## src/include/tt_pkg.sv

```systemverilog
/*
 * Shared constants of the second-capture/reload timer: register indices,
 * control bit positions, reset values and bus widths.
 * Assumes byte addresses on the bus are four times the register index.
 */
package tt_pkg;
   // Bus shape
   localparam int ADDR_W = 10;
   localparam int DATA_W = 32;
   localparam int IDX_W = 8;

   // Register indices; the byte address is four times the index
   localparam logic [7:0] IDX_CONTROL = 8'hc8;
   localparam logic [7:0] IDX_RCAP_LOW = 8'hca;
   localparam logic [7:0] IDX_RCAP_HIGH = 8'hcb;
   localparam logic [7:0] IDX_COUNT_LOW = 8'hcc;
   localparam logic [7:0] IDX_COUNT_HIGH = 8'hcd;
   localparam logic [7:0] IDX_IRQ_STATUS = 8'hd0;
   localparam logic [7:0] IDX_IRQ_CLEAR = 8'hd1;
   localparam logic [7:0] IDX_IRQ_ENABLE = 8'hd2;

   // Control register bit positions
   localparam int BIT_OVERFLOW_FLAG = 7;
   localparam int BIT_EXT_EVENT_FLAG = 6;
   localparam int BIT_RECEIVE_CLOCK_SELECT = 5;
   localparam int BIT_TRANSMIT_CLOCK_SELECT = 4;
   localparam int BIT_EXT_TRIGGER_ENABLE = 3;
   localparam int BIT_RUN_CONTROL = 2;
   localparam int BIT_COUNTER_FUNCTION_SELECT = 1;
   localparam int BIT_CAPTURE_SELECT = 0;

   // Interrupt status bit positions
   localparam int IRQ_BIT_OVERFLOW = 0;
   localparam int IRQ_BIT_EXT_EVENT = 1;
   localparam int IRQ_W = 2;

   // Reset values and the count maximum
   localparam logic [7:0] RST_CONTROL = 8'h00;
   localparam logic [7:0] RST_COUNT = 8'h00;
   localparam logic [7:0] RST_RCAP = 8'h00;
   localparam logic [1:0] RST_IRQ = 2'h0;
   localparam logic [15:0] COUNT_MAX = 16'hffff;
endpackage : tt_pkg

```

## src/logic/tt_edge_sync.sv

```systemverilog
/*
 * Two-stage synchroniser for one input pin with a falling-edge detector.
 * Assumes the pin may change at any time relative to mclk_i.
 */
`timescale 1ns/1ps
module tt_edge_sync (
   // Clock and reset
   input wire logic mclk_i,
   input wire logic resetn_i,
   // Pin and result
   input wire logic pin_i,
   output logic fall_o
);
   logic meta_r;
   logic sync_r;
   logic prev_r;

   // Pins idle high, so reset to 1 avoids a false edge after release
   always_ff @(posedge mclk_i or negedge resetn_i) begin
      if (!resetn_i) begin
         meta_r <= 1'b1;
         sync_r <= 1'b1;
         prev_r <= 1'b1;
      end else begin
         meta_r <= pin_i;
         sync_r <= meta_r;
         prev_r <= sync_r;
      end
   end

   assign fall_o = prev_r & ~sync_r;
endmodule : tt_edge_sync

```

## src/logic/tt_irq.sv

```systemverilog
/*
 * Sticky interrupt status with write-one-to-clear and enable registers.
 * Assumes event inputs are one-cycle pulses and writes are single cycle.
 */
`timescale 1ns/1ps
module tt_irq (
   // Clock and reset
   input wire logic mclk_i,
   input wire logic resetn_i,
   // Events
   input wire logic [tt_pkg::IRQ_W-1:0] event_i,
   // Software access
   input wire logic clear_we_i,
   input wire logic enable_we_i,
   input wire logic [tt_pkg::IRQ_W-1:0] wdata_i,
   // State
   output logic [tt_pkg::IRQ_W-1:0] status_o,
   output logic [tt_pkg::IRQ_W-1:0] enable_o,
   output logic irq_o
);
   logic [tt_pkg::IRQ_W-1:0] status_nxt;

   // A new event beats a clear in the same cycle
   always_comb begin
      status_nxt = status_o;
      if (clear_we_i) begin
         status_nxt = status_o & ~wdata_i;
      end
      status_nxt = status_nxt | event_i;
   end

   always_ff @(posedge mclk_i or negedge resetn_i) begin
      if (!resetn_i) begin
         status_o <= tt_pkg::RST_IRQ;
      end else begin
         status_o <= status_nxt;
      end
   end

   always_ff @(posedge mclk_i or negedge resetn_i) begin
      if (!resetn_i) begin
         enable_o <= tt_pkg::RST_IRQ;
      end else if (enable_we_i) begin
         enable_o <= wdata_i;
      end
   end

   always_ff @(posedge mclk_i or negedge resetn_i) begin
      if (!resetn_i) begin
         irq_o <= 1'b0;
      end else begin
         irq_o <= |(status_nxt & (enable_we_i ? wdata_i : enable_o));
      end
   end
endmodule : tt_irq

```

## src/logic/tt_timer.sv

```systemverilog
/*
 * Sixteen-bit timer/counter with auto-reload, capture and serial baud
 * tick generation, reached over an Avalon-MM slave with waitrequest.
 * Assumes one clock domain; trigger and count pins are asynchronous
 * and are synchronised here; the other timer's overflow is a pulse
 * synchronous to mclk_i.
 */
`timescale 1ns/1ps

// Functional notes
// Counter rollover sets overflow flag, bit 7.
// Serial clock select blocks overflow flag setting.
// Flags stay set until software clears.
// Trigger-caused capture or reload sets event flag.
// Bit 5 picks receive tick source.
// Bit 4 picks transmit tick source.
// Trigger enable works only outside baud mode.
// Counting happens only while run bit set.
// Bit 1 selects pin events or clock.
// Capture select captures on trigger falling edge.
// Reload mode reloads on overflow and trigger.
// Baud mode forces reload on every overflow.
// Count bytes and control reset zero, writable.
// Reload loads count from reload/capture pair.
// Capture copies count into reload/capture pair.
// Pins synchronised, falling edges from samples.
// Software count writes beat hardware updates.
module tt_timer (
   // Clock and reset
   input wire logic mclk_i,
   input wire logic resetn_i,
   // Avalon-MM slave
   input wire logic [tt_pkg::ADDR_W-1:0] avs_address_i,
   input wire logic avs_read_i,
   input wire logic avs_write_i,
   input wire logic [tt_pkg::DATA_W-1:0] avs_writedata_i,
   input wire logic [3:0] avs_byteenable_i,
   output logic [tt_pkg::DATA_W-1:0] avs_readdata_o,
   output logic avs_waitrequest_o,
   // Pins
   input wire logic trigger_pin_i,
   input wire logic count_pin_i,
   // Serial port clocking
   input wire logic other_timer_ovf_i,
   output logic rx_baud_tick_o,
   output logic tx_baud_tick_o,
   // Status outputs
   output logic overflow_pulse_o,
   output logic irq_o
);
   // Control register fields
   logic [7:0] control;
   logic [5:0] setup_r;
   logic overflow_flag_r;
   logic external_event_flag_r;
   logic receive_clock_select;
   logic transmit_clock_select;
   logic external_trigger_enable;
   logic run_control;
   logic counter_function_select;
   logic capture_select;

   // Count and reload/capture state
   logic [7:0] count_low_r;
   logic [7:0] count_high_r;
   logic [7:0] rcap_low_r;
   logic [7:0] rcap_high_r;
   logic [15:0] count_now;
   logic [15:0] count_nxt;
   logic [15:0] rcap_now;

   // Bus decode
   logic [tt_pkg::IDX_W-1:0] idx;
   logic wr_ok;
   logic rd_take;
   logic wr_lane0;
   logic [7:0] wbyte;
   logic we_control;
   logic we_count_low;
   logic we_count_high;
   logic we_rcap_low;
   logic we_rcap_high;
   logic we_irq_clear;
   logic we_irq_enable;
   logic [31:0] rd_mux;

   // Event terms
   logic trig_fall;
   logic count_fall;
   logic baud_mode;
   logic tick;
   logic overflow;
   logic ext_event;
   logic do_capture;
   logic do_reload;
   logic set_overflow_flag;
   logic [15:0] count_inc;
   logic rx_src;
   logic tx_src;
   logic [tt_pkg::IRQ_W-1:0] irq_events;
   logic [tt_pkg::IRQ_W-1:0] irq_status;
   logic [tt_pkg::IRQ_W-1:0] irq_enable;

   assign control = {overflow_flag_r, external_event_flag_r, setup_r};
   assign receive_clock_select = control[tt_pkg::BIT_RECEIVE_CLOCK_SELECT];
   assign transmit_clock_select = control[tt_pkg::BIT_TRANSMIT_CLOCK_SELECT];
   assign external_trigger_enable = control[tt_pkg::BIT_EXT_TRIGGER_ENABLE];
   assign run_control = control[tt_pkg::BIT_RUN_CONTROL];
   assign counter_function_select = control[tt_pkg::BIT_COUNTER_FUNCTION_SELECT];
   assign capture_select = control[tt_pkg::BIT_CAPTURE_SELECT];

   assign count_now = {count_high_r, count_low_r};
   assign rcap_now = {rcap_high_r, rcap_low_r};

   // Pin conditioning
   // A pin fall acts three clocks late; levels under one clock may be lost
   tt_edge_sync u_trig_sync (
      .mclk_i(mclk_i),
      .resetn_i(resetn_i),
      .pin_i(trigger_pin_i),
      .fall_o(trig_fall)
   );

   tt_edge_sync u_count_sync (
      .mclk_i(mclk_i),
      .resetn_i(resetn_i),
      .pin_i(count_pin_i),
      .fall_o(count_fall)
   );

   // Bus decode: a write lands only at the edge where waitrequest is low
   assign idx = avs_address_i[tt_pkg::ADDR_W-1:2];
   assign wr_ok = avs_write_i & ~avs_waitrequest_o;
   assign rd_take = avs_read_i & avs_waitrequest_o;
   assign wr_lane0 = wr_ok & avs_byteenable_i[0];
   assign wbyte = avs_writedata_i[7:0];
   assign we_control = wr_lane0 && (idx == tt_pkg::IDX_CONTROL);
   assign we_count_low = wr_lane0 && (idx == tt_pkg::IDX_COUNT_LOW);
   assign we_count_high = wr_lane0 && (idx == tt_pkg::IDX_COUNT_HIGH);
   assign we_rcap_low = wr_lane0 && (idx == tt_pkg::IDX_RCAP_LOW);
   assign we_rcap_high = wr_lane0 && (idx == tt_pkg::IDX_RCAP_HIGH);
   assign we_irq_clear = wr_lane0 && (idx == tt_pkg::IDX_IRQ_CLEAR);
   assign we_irq_enable = wr_lane0 && (idx == tt_pkg::IDX_IRQ_ENABLE);

   // Mode and event terms
   assign baud_mode = receive_clock_select | transmit_clock_select;

   // Counter input: pin falling edges or every core clock
   assign tick = run_control & (counter_function_select ? count_fall : 1'b1);

   assign overflow = tick && (count_now == tt_pkg::COUNT_MAX);

   // The trigger pin is ignored while the timer clocks the serial port
   assign ext_event = trig_fall & external_trigger_enable & ~baud_mode;

   assign do_capture = ext_event & capture_select;

   // Baud mode overrides capture select; overflow reloads too
   assign do_reload = (overflow & (baud_mode | ~capture_select))
                    | (ext_event & ~capture_select);

   assign set_overflow_flag = overflow & ~baud_mode;

   // Rolls over to zero in capture mode, where no reload follows
   assign count_inc = count_now + 16'h0001;

   // Next count, hardware view only
   always_comb begin
      count_nxt = count_now;
      if (do_reload) begin
         count_nxt = rcap_now;
      end else if (tick) begin
         count_nxt = count_inc;
      end
   end

   // Count bytes; a software write to a byte beats hardware on that byte
   always_ff @(posedge mclk_i or negedge resetn_i) begin
      if (!resetn_i) begin
         count_low_r <= tt_pkg::RST_COUNT;
      end else if (we_count_low) begin
         count_low_r <= wbyte;
      end else begin
         count_low_r <= count_nxt[7:0];
      end
   end

   always_ff @(posedge mclk_i or negedge resetn_i) begin
      if (!resetn_i) begin
         count_high_r <= tt_pkg::RST_COUNT;
      end else if (we_count_high) begin
         count_high_r <= wbyte;
      end else begin
         count_high_r <= count_nxt[15:8];
      end
   end

   // Reload/capture pair; capture leaves the count running
   always_ff @(posedge mclk_i or negedge resetn_i) begin
      if (!resetn_i) begin
         rcap_low_r <= tt_pkg::RST_RCAP;
      end else if (we_rcap_low) begin
         rcap_low_r <= wbyte;
      end else if (do_capture) begin
         rcap_low_r <= count_low_r;
      end
   end

   always_ff @(posedge mclk_i or negedge resetn_i) begin
      if (!resetn_i) begin
         rcap_high_r <= tt_pkg::RST_RCAP;
      end else if (we_rcap_high) begin
         rcap_high_r <= wbyte;
      end else if (do_capture) begin
         rcap_high_r <= count_high_r;
      end
   end

   // Mode bits move only under software control
   always_ff @(posedge mclk_i or negedge resetn_i) begin
      if (!resetn_i) begin
         setup_r <= tt_pkg::RST_CONTROL[tt_pkg::BIT_RECEIVE_CLOCK_SELECT:0];
      end else if (we_control) begin
         setup_r <= wbyte[tt_pkg::BIT_RECEIVE_CLOCK_SELECT:0];
      end
   end

   // Flags are only ever cleared by software; a hardware set wins
   always_ff @(posedge mclk_i or negedge resetn_i) begin
      if (!resetn_i) begin
         overflow_flag_r <= tt_pkg::RST_CONTROL[tt_pkg::BIT_OVERFLOW_FLAG];
      end else if (set_overflow_flag) begin
         overflow_flag_r <= 1'b1;
      end else if (we_control) begin
         overflow_flag_r <= wbyte[tt_pkg::BIT_OVERFLOW_FLAG];
      end
   end

   always_ff @(posedge mclk_i or negedge resetn_i) begin
      if (!resetn_i) begin
         external_event_flag_r <= tt_pkg::RST_CONTROL[tt_pkg::BIT_EXT_EVENT_FLAG];
      end else if (ext_event) begin
         external_event_flag_r <= 1'b1;
      end else if (we_control) begin
         external_event_flag_r <= wbyte[tt_pkg::BIT_EXT_EVENT_FLAG];
      end
   end

   // Serial port tick selection; the other timer's pulse passes when not selected
   assign rx_src = receive_clock_select ? overflow : other_timer_ovf_i;
   assign tx_src = transmit_clock_select ? overflow : other_timer_ovf_i;

   always_ff @(posedge mclk_i or negedge resetn_i) begin
      if (!resetn_i) begin
         rx_baud_tick_o <= 1'b0;
      end else begin
         rx_baud_tick_o <= rx_src;
      end
   end

   always_ff @(posedge mclk_i or negedge resetn_i) begin
      if (!resetn_i) begin
         tx_baud_tick_o <= 1'b0;
      end else begin
         tx_baud_tick_o <= tx_src;
      end
   end

   // Raw rollover pulse, also in baud mode where no flag is set
   always_ff @(posedge mclk_i or negedge resetn_i) begin
      if (!resetn_i) begin
         overflow_pulse_o <= 1'b0;
      end else begin
         overflow_pulse_o <= overflow;
      end
   end

   // Interrupts follow flag set events, not flag levels
   assign irq_events[tt_pkg::IRQ_BIT_OVERFLOW] = set_overflow_flag;
   assign irq_events[tt_pkg::IRQ_BIT_EXT_EVENT] = ext_event;

   tt_irq u_irq (
      .mclk_i(mclk_i),
      .resetn_i(resetn_i),
      .event_i(irq_events),
      .clear_we_i(we_irq_clear),
      .enable_we_i(we_irq_enable),
      .wdata_i(wbyte[tt_pkg::IRQ_W-1:0]),
      .status_o(irq_status),
      .enable_o(irq_enable),
      .irq_o(irq_o)
   );

   // Read mux; unmapped and write-only offsets read zero
   always_comb begin
      rd_mux = 32'h0000_0000;
      case (idx)
         tt_pkg::IDX_CONTROL: begin
            rd_mux[7:0] = control;
         end
         tt_pkg::IDX_RCAP_LOW: begin
            rd_mux[7:0] = rcap_low_r;
         end
         tt_pkg::IDX_RCAP_HIGH: begin
            rd_mux[7:0] = rcap_high_r;
         end
         tt_pkg::IDX_COUNT_LOW: begin
            rd_mux[7:0] = count_low_r;
         end
         tt_pkg::IDX_COUNT_HIGH: begin
            rd_mux[7:0] = count_high_r;
         end
         tt_pkg::IDX_IRQ_STATUS: begin
            rd_mux[tt_pkg::IRQ_W-1:0] = irq_status;
         end
         tt_pkg::IDX_IRQ_ENABLE: begin
            rd_mux[tt_pkg::IRQ_W-1:0] = irq_enable;
         end
         default: begin
            rd_mux = 32'h0000_0000;
         end
      endcase
   end

   // Read data are captured at the edge where waitrequest drops and held
   always_ff @(posedge mclk_i or negedge resetn_i) begin
      if (!resetn_i) begin
         avs_readdata_o <= 32'h0000_0000;
      end else if (rd_take) begin
         avs_readdata_o <= rd_mux;
      end
   end

   // Waitrequest idles high and drops for one cycle per request
   always_ff @(posedge mclk_i or negedge resetn_i) begin
      if (!resetn_i) begin
         avs_waitrequest_o <= 1'b1;
      end else begin
         avs_waitrequest_o <= ~((avs_read_i | avs_write_i) & avs_waitrequest_o);
      end
   end

   // Reading a count byte while running returns that instant's value;
   // a 16-bit read across two accesses can tear at a byte carry.
endmodule : tt_timer

```

## config.mk

```make
export PLATFORM = sky130hd
export DESIGN_NAME = tt_timer
export DESIGN_NICKNAME = d
export VERILOG_FILES = /design/src/include/tt_pkg.sv /design/src/logic/tt_edge_sync.sv /design/src/logic/tt_irq.sv /design/src/logic/tt_timer.sv
export SDC_FILE = /design/constraint.sdc
export NUM_CORES = 1
export LEC_CHECK = 0
export CORE_ASPECT_RATIO = 1.4
export CORE_UTILIZATION = 65
export CTS_BUF_LIST = sky130_fd_sc_hd__clkbuf_8
export CTS_CLUSTER_SIZE = 28
export DETAILED_ROUTE_END_ITERATION = 10
export DONT_BUFFER_PORTS = 1
export PLACE_DENSITY = 0.78
export SETUP_SLACK_MARGIN = 0.3
export SLEW_MARGIN = 20
export SYNTH_ARGS = -nofsm -noshare
export SYNTH_HDL_FRONTEND = slang
export SYNTH_HIERARCHICAL = 1
export SYNTH_SLANG_ARGS = --single-unit
export TNS_END_PERCENT = 5
```

## constraint.sdc

```tcl
create_clock -name mclk_i -period 2.6 [get_ports mclk_i]
set_input_delay 0.26 -clock mclk_i [delete_from_list [all_inputs] [get_ports mclk_i]]
set_output_delay 0.26 -clock mclk_i [all_outputs]
set_load 0.03 [all_outputs]
```

==> results of run 1 <==
==> placed cells by master (no fill, tap or decap), types with 7 or more instances in the layout <==
master    Yosys  final
clkbuf_8      0     11
xnor2_1       7      7
buf_4        26     11
mux2i_1      23     23
dfrtp_1      56     56
nor3_1        8      8
a21oi_1      10     10
nand2_1      43     43
nor2_1       18     18
dfstp_2       7      7
a22oi_1       8      8
o21ai_1      29     29
mux2_2       19     19
a22o_1        9      9
conb_1        1     24
and3_1        7      7
==> power groups by stage <==
stage / logic (W) / registers [W] / clock network (W)
2_1_floorplan: 0.000508 / 0.00121 / 0
3_3_place_gp: 0.000524 / 0.00125 / 0
3_5_place_dp: 0.000546 / 0.00126 / 0
4_1_cts: 0.000587 / 0.00125 / 0.000985
5_1_grt: 0.000659 / 0.00127 / 0.00103
6_report: 0.000596 / 0.00125 / 0.000978
==> through the flow <==
step	std cells	instance area (um^2)	total power, W	utilization
6_report	452	4050	0.00283	0.733
2_1_floorplan	392	3830	0.00172	-
4_1_cts	452	4050	0.00282	0.732
3_3_place_gp	430	3740	0.00178	0.676
5_1_grt	452	4050	0.00295	0.733
3_5_place_dp	430	3740	0.00181	0.676
==> per-layer routing <==
layer	routed length, um	vias up	part of all wire
met5	0	-	0
met4	186	0	0.021
met3	451	18	0.051
met2	4740	116	0.54
met1	3460	1431	0.39
li1	-	1323	-
==> layout make-up <==
type | count | area [um^2]
inverter | 2 | 7.51
clock buffer | 11 | 151
timing repair buffer | 17 | 160
tap | 68 | 85.1
sequential | 63 | 1590
fill | 409 | 1470
clock inverter | 5 | 80.1
multi-input combinational | 286 | 1980
==> cell usage after synthesis (6+ instances only) <==
cell / n / share of area
nor2_1: 18 / 0.018
nand2_1: 43 / 0.043
a22oi_1: 8 / 0.016
xnor2_1: 7 / 0.016
nand4_1: 6 / 0.010
clkbuf_1: 10 / 0.010
a21oi_1: 10 / 0.013
dfstp_2: 7 / 0.049
and3_1: 7 / 0.012
nor3_1: 8 / 0.011
a22o_1: 9 / 0.021
o21ai_1: 29 / 0.039
mux2_2: 19 / 0.057
buf_4: 26 / 0.052
nand3_1: 6 / 0.0080
dfrtp_1: 56 / 0.37
mux2i_1: 23 / 0.061
==> state kept, by name (all words and copies together), names as in the netlist <==
name	flops
u_irq/status_o	2
u_count_sync/meta_r	1
rx_baud_tick_o	1
overflow_flag_r	1
u_trig_sync/prev_r	1
avs_waitrequest_o	1
tx_baud_tick_o	1
rcap_low_r	8
overflow_pulse_o	1
u_irq/enable_o	2
u_count_sync/sync_r	1
u_count_sync/prev_r	1
u_trig_sync/meta_r	1
u_irq/irq_o	1
count_high_r	8
u_trig_sync/sync_r	1
rcap_high_r	8
avs_readdata_o	8
count_low_r	8
setup_r	6
external_event_flag_r	1
==> repair_timing <==
| item | 4_1_cts | 5_1_grt |
|---|---|---|
| gates resized for setup | 0 | 1 |
| endpoints found under the hold margin | 66 | 0 |
| endpoints found under the setup margin | 0 | 3 |
| hold buffers | 6 | 0 |
==> logic make-up after synthesis <==
family | count (synthesis) | synth area share
muxes | 47 | 0.135
DFF | 63 | 0.423
other | 1 | 0.00100
AOI/OAI and AO/OA | 86 | 0.160
buffers and inverters | 43 | 0.0722
adders and majority gates | 1 | 0.00334
xor gates and xnor gates | 7 | 0.0164
and+or+nand+nor | 121 | 0.189
==> how the worst min path moves through the flow <==
stage                     depth (start not counted)                end          startpoint
final                                             2     count_low_r[3]  avs_writedata_i[3]
after global routing                              2     rcap_high_r[4]  avs_writedata_i[4]
after CTS                                         2    count_high_r[4]  avs_writedata_i[4]
after global placement                            0      rcap_low_r[3]            resetn_i
after floorplan                                   0  avs_readdata_o[0]            resetn_i
after detailed placement                          0      rcap_low_r[3]            resetn_i
==> results.yml, run 1 <==
yosys:
  ys_types: 58
  synth_warnings: 6
  ys_seq_area_frac: 0.423
  synth-seq-cells: 63
  synth_edf_count: 0
  synth_area_um2: 3740
  syn_inst: 369
  ys.flop_type: "dfrtp_1"
  ys_async_sr_fraction: 1.00
  syn_area_per_cell_um2: 10.1
critical_path:
  critPathMaxFanout: 9
  critPathMaxStageDelay_ns: 0.52
  worst_ep_required_time_ns: 2.85
  path_cells: "nor2b_4 > nand2b_1 > nand4_1 > or3_1 > and3_1 > o31ai_2"
  cp_top_family: "simple AND/OR/NAND/NOR gates"
  rrSetupSlack_ns: 0.38
  critPathArrivalTime_ns: 2.47
  r2r_end: "count_high_r[3]"
  rr_worst_depth: 6
  slowest_stage: "dfstp_2"
  worstSetupPathType: "flip-flop to flip-flop"
  r2r-start: "u_count_sync/prev_r"
  cp.depth: 6
  startpoint: "u_count_sync/prev_r"
  path_buf_inv: 0
  crit_path_start_kind: "flip-flop"
  end_kind: "flip-flop"
  endpoint: "count_high_r[3]"
global_route:
  grtUsageTotal: 0.326
  grt_overflow: 0
  grt_start_max_net_pins: 64
  grt_pass1_wl_mm: 14.6
  grtUsageMet2: 0.551
  grt_antenna_before_repair: 0
  met3_usage: 0.0510
  grt_pass1_vias: 2899
  gr-usage-met1: 0.403
  grt_busiest_layer: "met2"
routing:
  routed_wl_mm: 8.84
  avgRoutedWirePerCell_um: 19.6
  vias_per_cell: 6.39
  drtAntennaViolNets: 0
  drc: 0
  vias: 2888
  drt_iter0_drc: 173
  drt_first_pass_iters: 4
pwr:
  peakVddDrop_uv: 491
  switchingPower_w: 0.000907
  seqPwrFrac: 0.443
  power_frac_comb: 0.211
  p_clk_frac: 0.346
  power.density_nw_per_um2: 698
  p_leak_nw: 1.63
  p_sw_frac: 0.321
  internal_power_w: 0.00192
clock_tree:
  clock_path_buffers: 2
  cts_tree: "built"
  root_buffer: "clkbuf_8"
  cts_made_buffers: 9
  cts_sinks: 63
  worstSkewPairLatency_ns: 0.34
  cts_setup_buffers: 0
  ctsHtreeMaxLevel: 3
  worst_setup_hold_path_clk_slew_ns: 0.07
outcome:
  outcome: "completed"
sta:
  setup_slack_ns: 0.381
  clock_skew_ns: 0.00765
  hold_slack_ns: 0.0356
  tightestPinTransition_ns: 0.600
  setup_viol: 0
  drv_slew: 0
  fin_crit_sh: 0.853
  hold_viol_final: 0
  fmax_mhz: 451
  timing.setup.tns_ns: 0
  relSlewSlack: 0.600
  min_period_ns: 2.22
  rsz0062_at_grt: "yes"
final_layout:
  drive_above_1_share: 0.185
  area_delta_synth_final_pct: 8.19
  insertedDiodeCount: 0
  nets: 433
floorplan:
  dieArea_um2: 6070
  coreArea_um2: 5530
  rows: 32
  dieWidth_um: 66.2
  die_h_um: 91.8
  ios: 90
  initial_utilization: 0.678
run:
  drv_cap: 0
place:
  dp_slack_ns: 0.386
  hpwl_mm: 6.07
  globalplace.congestion: 0.917
  portBuffers: 0
worst_hold_path:
  hold_path_class: "input pin to flip-flop"
No activity file was read; power rests on OpenSTA's default activity.
==> run 2: changes to the inputs <==
--- a/config.mk
+++ b/config.mk
@@ -6,12 +6,12 @@
 export NUM_CORES = 1
 export LEC_CHECK = 0
 export CORE_ASPECT_RATIO = 1.4
-export CORE_UTILIZATION = 65
+export CORE_UTILIZATION = 45
 export CTS_BUF_LIST = sky130_fd_sc_hd__clkbuf_8
 export CTS_CLUSTER_SIZE = 28
 export DETAILED_ROUTE_END_ITERATION = 10
 export DONT_BUFFER_PORTS = 1
-export PLACE_DENSITY = 0.78
+export PLACE_DENSITY = 0.57
 export SETUP_SLACK_MARGIN = 0.3
 export SLEW_MARGIN = 20
 export SYNTH_ARGS = -nofsm -noshare
==> run 2 against run 1 <==
- combinational power is 3% higher
- non-clock buffer count stayed put
- flip-flop and latch count stayed put
- core utilization is 23 points lower
- via count is 3.5% lower
- largest power group unchanged
- cell area is 0.93% higher
- largest cell class unchanged
- clock skew is 0.0056 ns higher
- first-iteration DRC count is 7.5% higher
- critical path type unchanged
==> results.yml, run 2 (synthesized netlist as in run 1, its figures left out) <==
pwr:
  power.density_nw_per_um2: 669
  peakVddDrop_uv: 432
  p_leak_nw: 1.65
critical_path:
  critPathMaxFanout: 9
  critPathArrivalTime_ns: 2.44
  crit_path_start_kind: "flip-flop"
  slowest_stage: "dfstp_2"
  end_kind: "flip-flop"
  path_cells: "nor2b_4 > nand2b_1 > nand4_1 > or3_1 > and3_1 > o31ai_2"
  worstSetupPathType: "flip-flop to flip-flop"
  rr_worst_depth: 6
  worst_ep_required_time_ns: 2.86
  critPathMaxStageDelay_ns: 0.51
final_layout:
  nets: 433
  drive_above_1_share: 0.182
  final_core_util: 0.505
  final_common_cell: "dfrtp_1"
  insertedDiodeCount: 0
  final_cell_mix: "dfrtp_1, nand2_1, o21ai_1"
  area_delta_synth_final_pct: 9.19
  fin_area_um2: 4090
routing:
  drt_first_pass_iters: 4
  drtAntennaViolNets: 0
  drc: 0
  vias: 2786
  vias_per_cell: 5.73
  avgRoutedWirePerCell_um: 18.4
  routed_wl_mm: 8.96
  drt_iter0_drc: 186
place:
  hpwl_mm: 6.39
  dp_slack_ns: 0.352
  globalplace.congestion: 0.813
  place_area_um2: 3790
  portBuffers: 0
sta:
  relSlewSlack: 0.519
  tightestPinTransition_ns: 0.719
  hold_viol_final: 0
  hold_slack_ns: 0.0305
  timing.setup.tns_ns: 0
  clock_skew_ns: 0.0132
  fmax_mhz: 458
  setup_slack_ns: 0.416
  drv_slew: 0
  rsz0062_at_grt: "yes"
  min_period_ns: 2.18
  setup_viol: 0
  fin_crit_sh: 0.840
floorplan:
  die_h_um: 110
  dieArea_um2: 8700
  dieWidth_um: 79.1
  rows: 39
  ios: 90
  initial_utilization: 0.462
  coreArea_um2: 8100
outcome:
  outcome: "completed"
global_route:
  grt_antenna_before_repair: 0
  grtUsageTotal: 0.228
  grt_overflow: 0
  grt_pass1_vias: 2751
  grt_pass1_wl_mm: 14.5
  grt_start_max_net_pins: 64
clock_tree:
  cts_tree: "built"
  cts_sinks: 63
  worstSkewPairLatency_ns: 0.35
  ctsHtreeMaxLevel: 3
  cts_setup_buffers: 0
  clock_path_buffers: 2
  worst_setup_hold_path_clk_slew_ns: 0.08
  cts_made_buffers: 9
  root_buffer: "clkbuf_8"
worst_hold_path:
  hold_path_class: "input pin to flip-flop"
  hold_depth: 2
run:
  drv_cap: 0
run 2: through the flow:
step,total power [W],instances
finish,0.00274,486
detailed placement,0.00183,464
CTS,0.00275,486
global placement,0.00181,464
floorplan,0.00172,392
global route,0.00290,486
run 2: worst max-delay path, delay by kind of cell, from the launching register on:
kind | cells | cell delay, ns
AND/OR/NAND/NOR | 5 | 1.40
AO/OA/AOI/OAI | 1 | 0.20
flip-flops | 1 | 0.51
run 2: routing by layer:
layer  up-vias  wire length [um]  share of wire  global-route usage
met5         -                 0              0                   0
met4         0               210          0.023               0.105
met3        17               372          0.042              0.0440
met2        69              4620           0.52               0.386
met1      1375              3750           0.42               0.280
li1       1325                 -              -                   -
run 2: repair_timing:
action                                 in CTS  in global routing
setup endpoints to repair                   0                  2
endpoints found under the hold margin      66                  0
hold buffers                                6                  0
resized for setup                           0                  1
run 2: cell type report:
type,instances,area (um^2)
Clock buffer,12,165
Clock inverter,4,43.8
Fill cell,771,4010
Inverter,2,7.51
Multi-Input combinational cell,286,1990
Sequential cell,63,1590
Tap cell,102,128
Timing Repair Buffer,17,173
run 2: power by group:
group	leakage [nW]	switching, W	internal (W)	total, W
Combinational	0.834	0.000353	0.000261	0.000615
Sequential	0.707	0.000149	0.00108	0.00123
Clock	0.114	0.000377	0.000515	0.000891
run 2: path summary, 6_finish.rpt:
path / from / end / slack [ns]
max reg2reg: u_count_sync/prev_r / count_high_r[3] / 0.42
min reg2reg: u_count_sync/meta_r / u_count_sync/sync_r / 0.36
min in group asynchronous: resetn_i / rcap_low_r[5] / 0.44
max in group asynchronous: resetn_i / u_count_sync/prev_r / 1.83
max: u_count_sync/prev_r / count_high_r[3] / 0.42
min: avs_writedata_i[2] / rcap_high_r[2] / 0.03
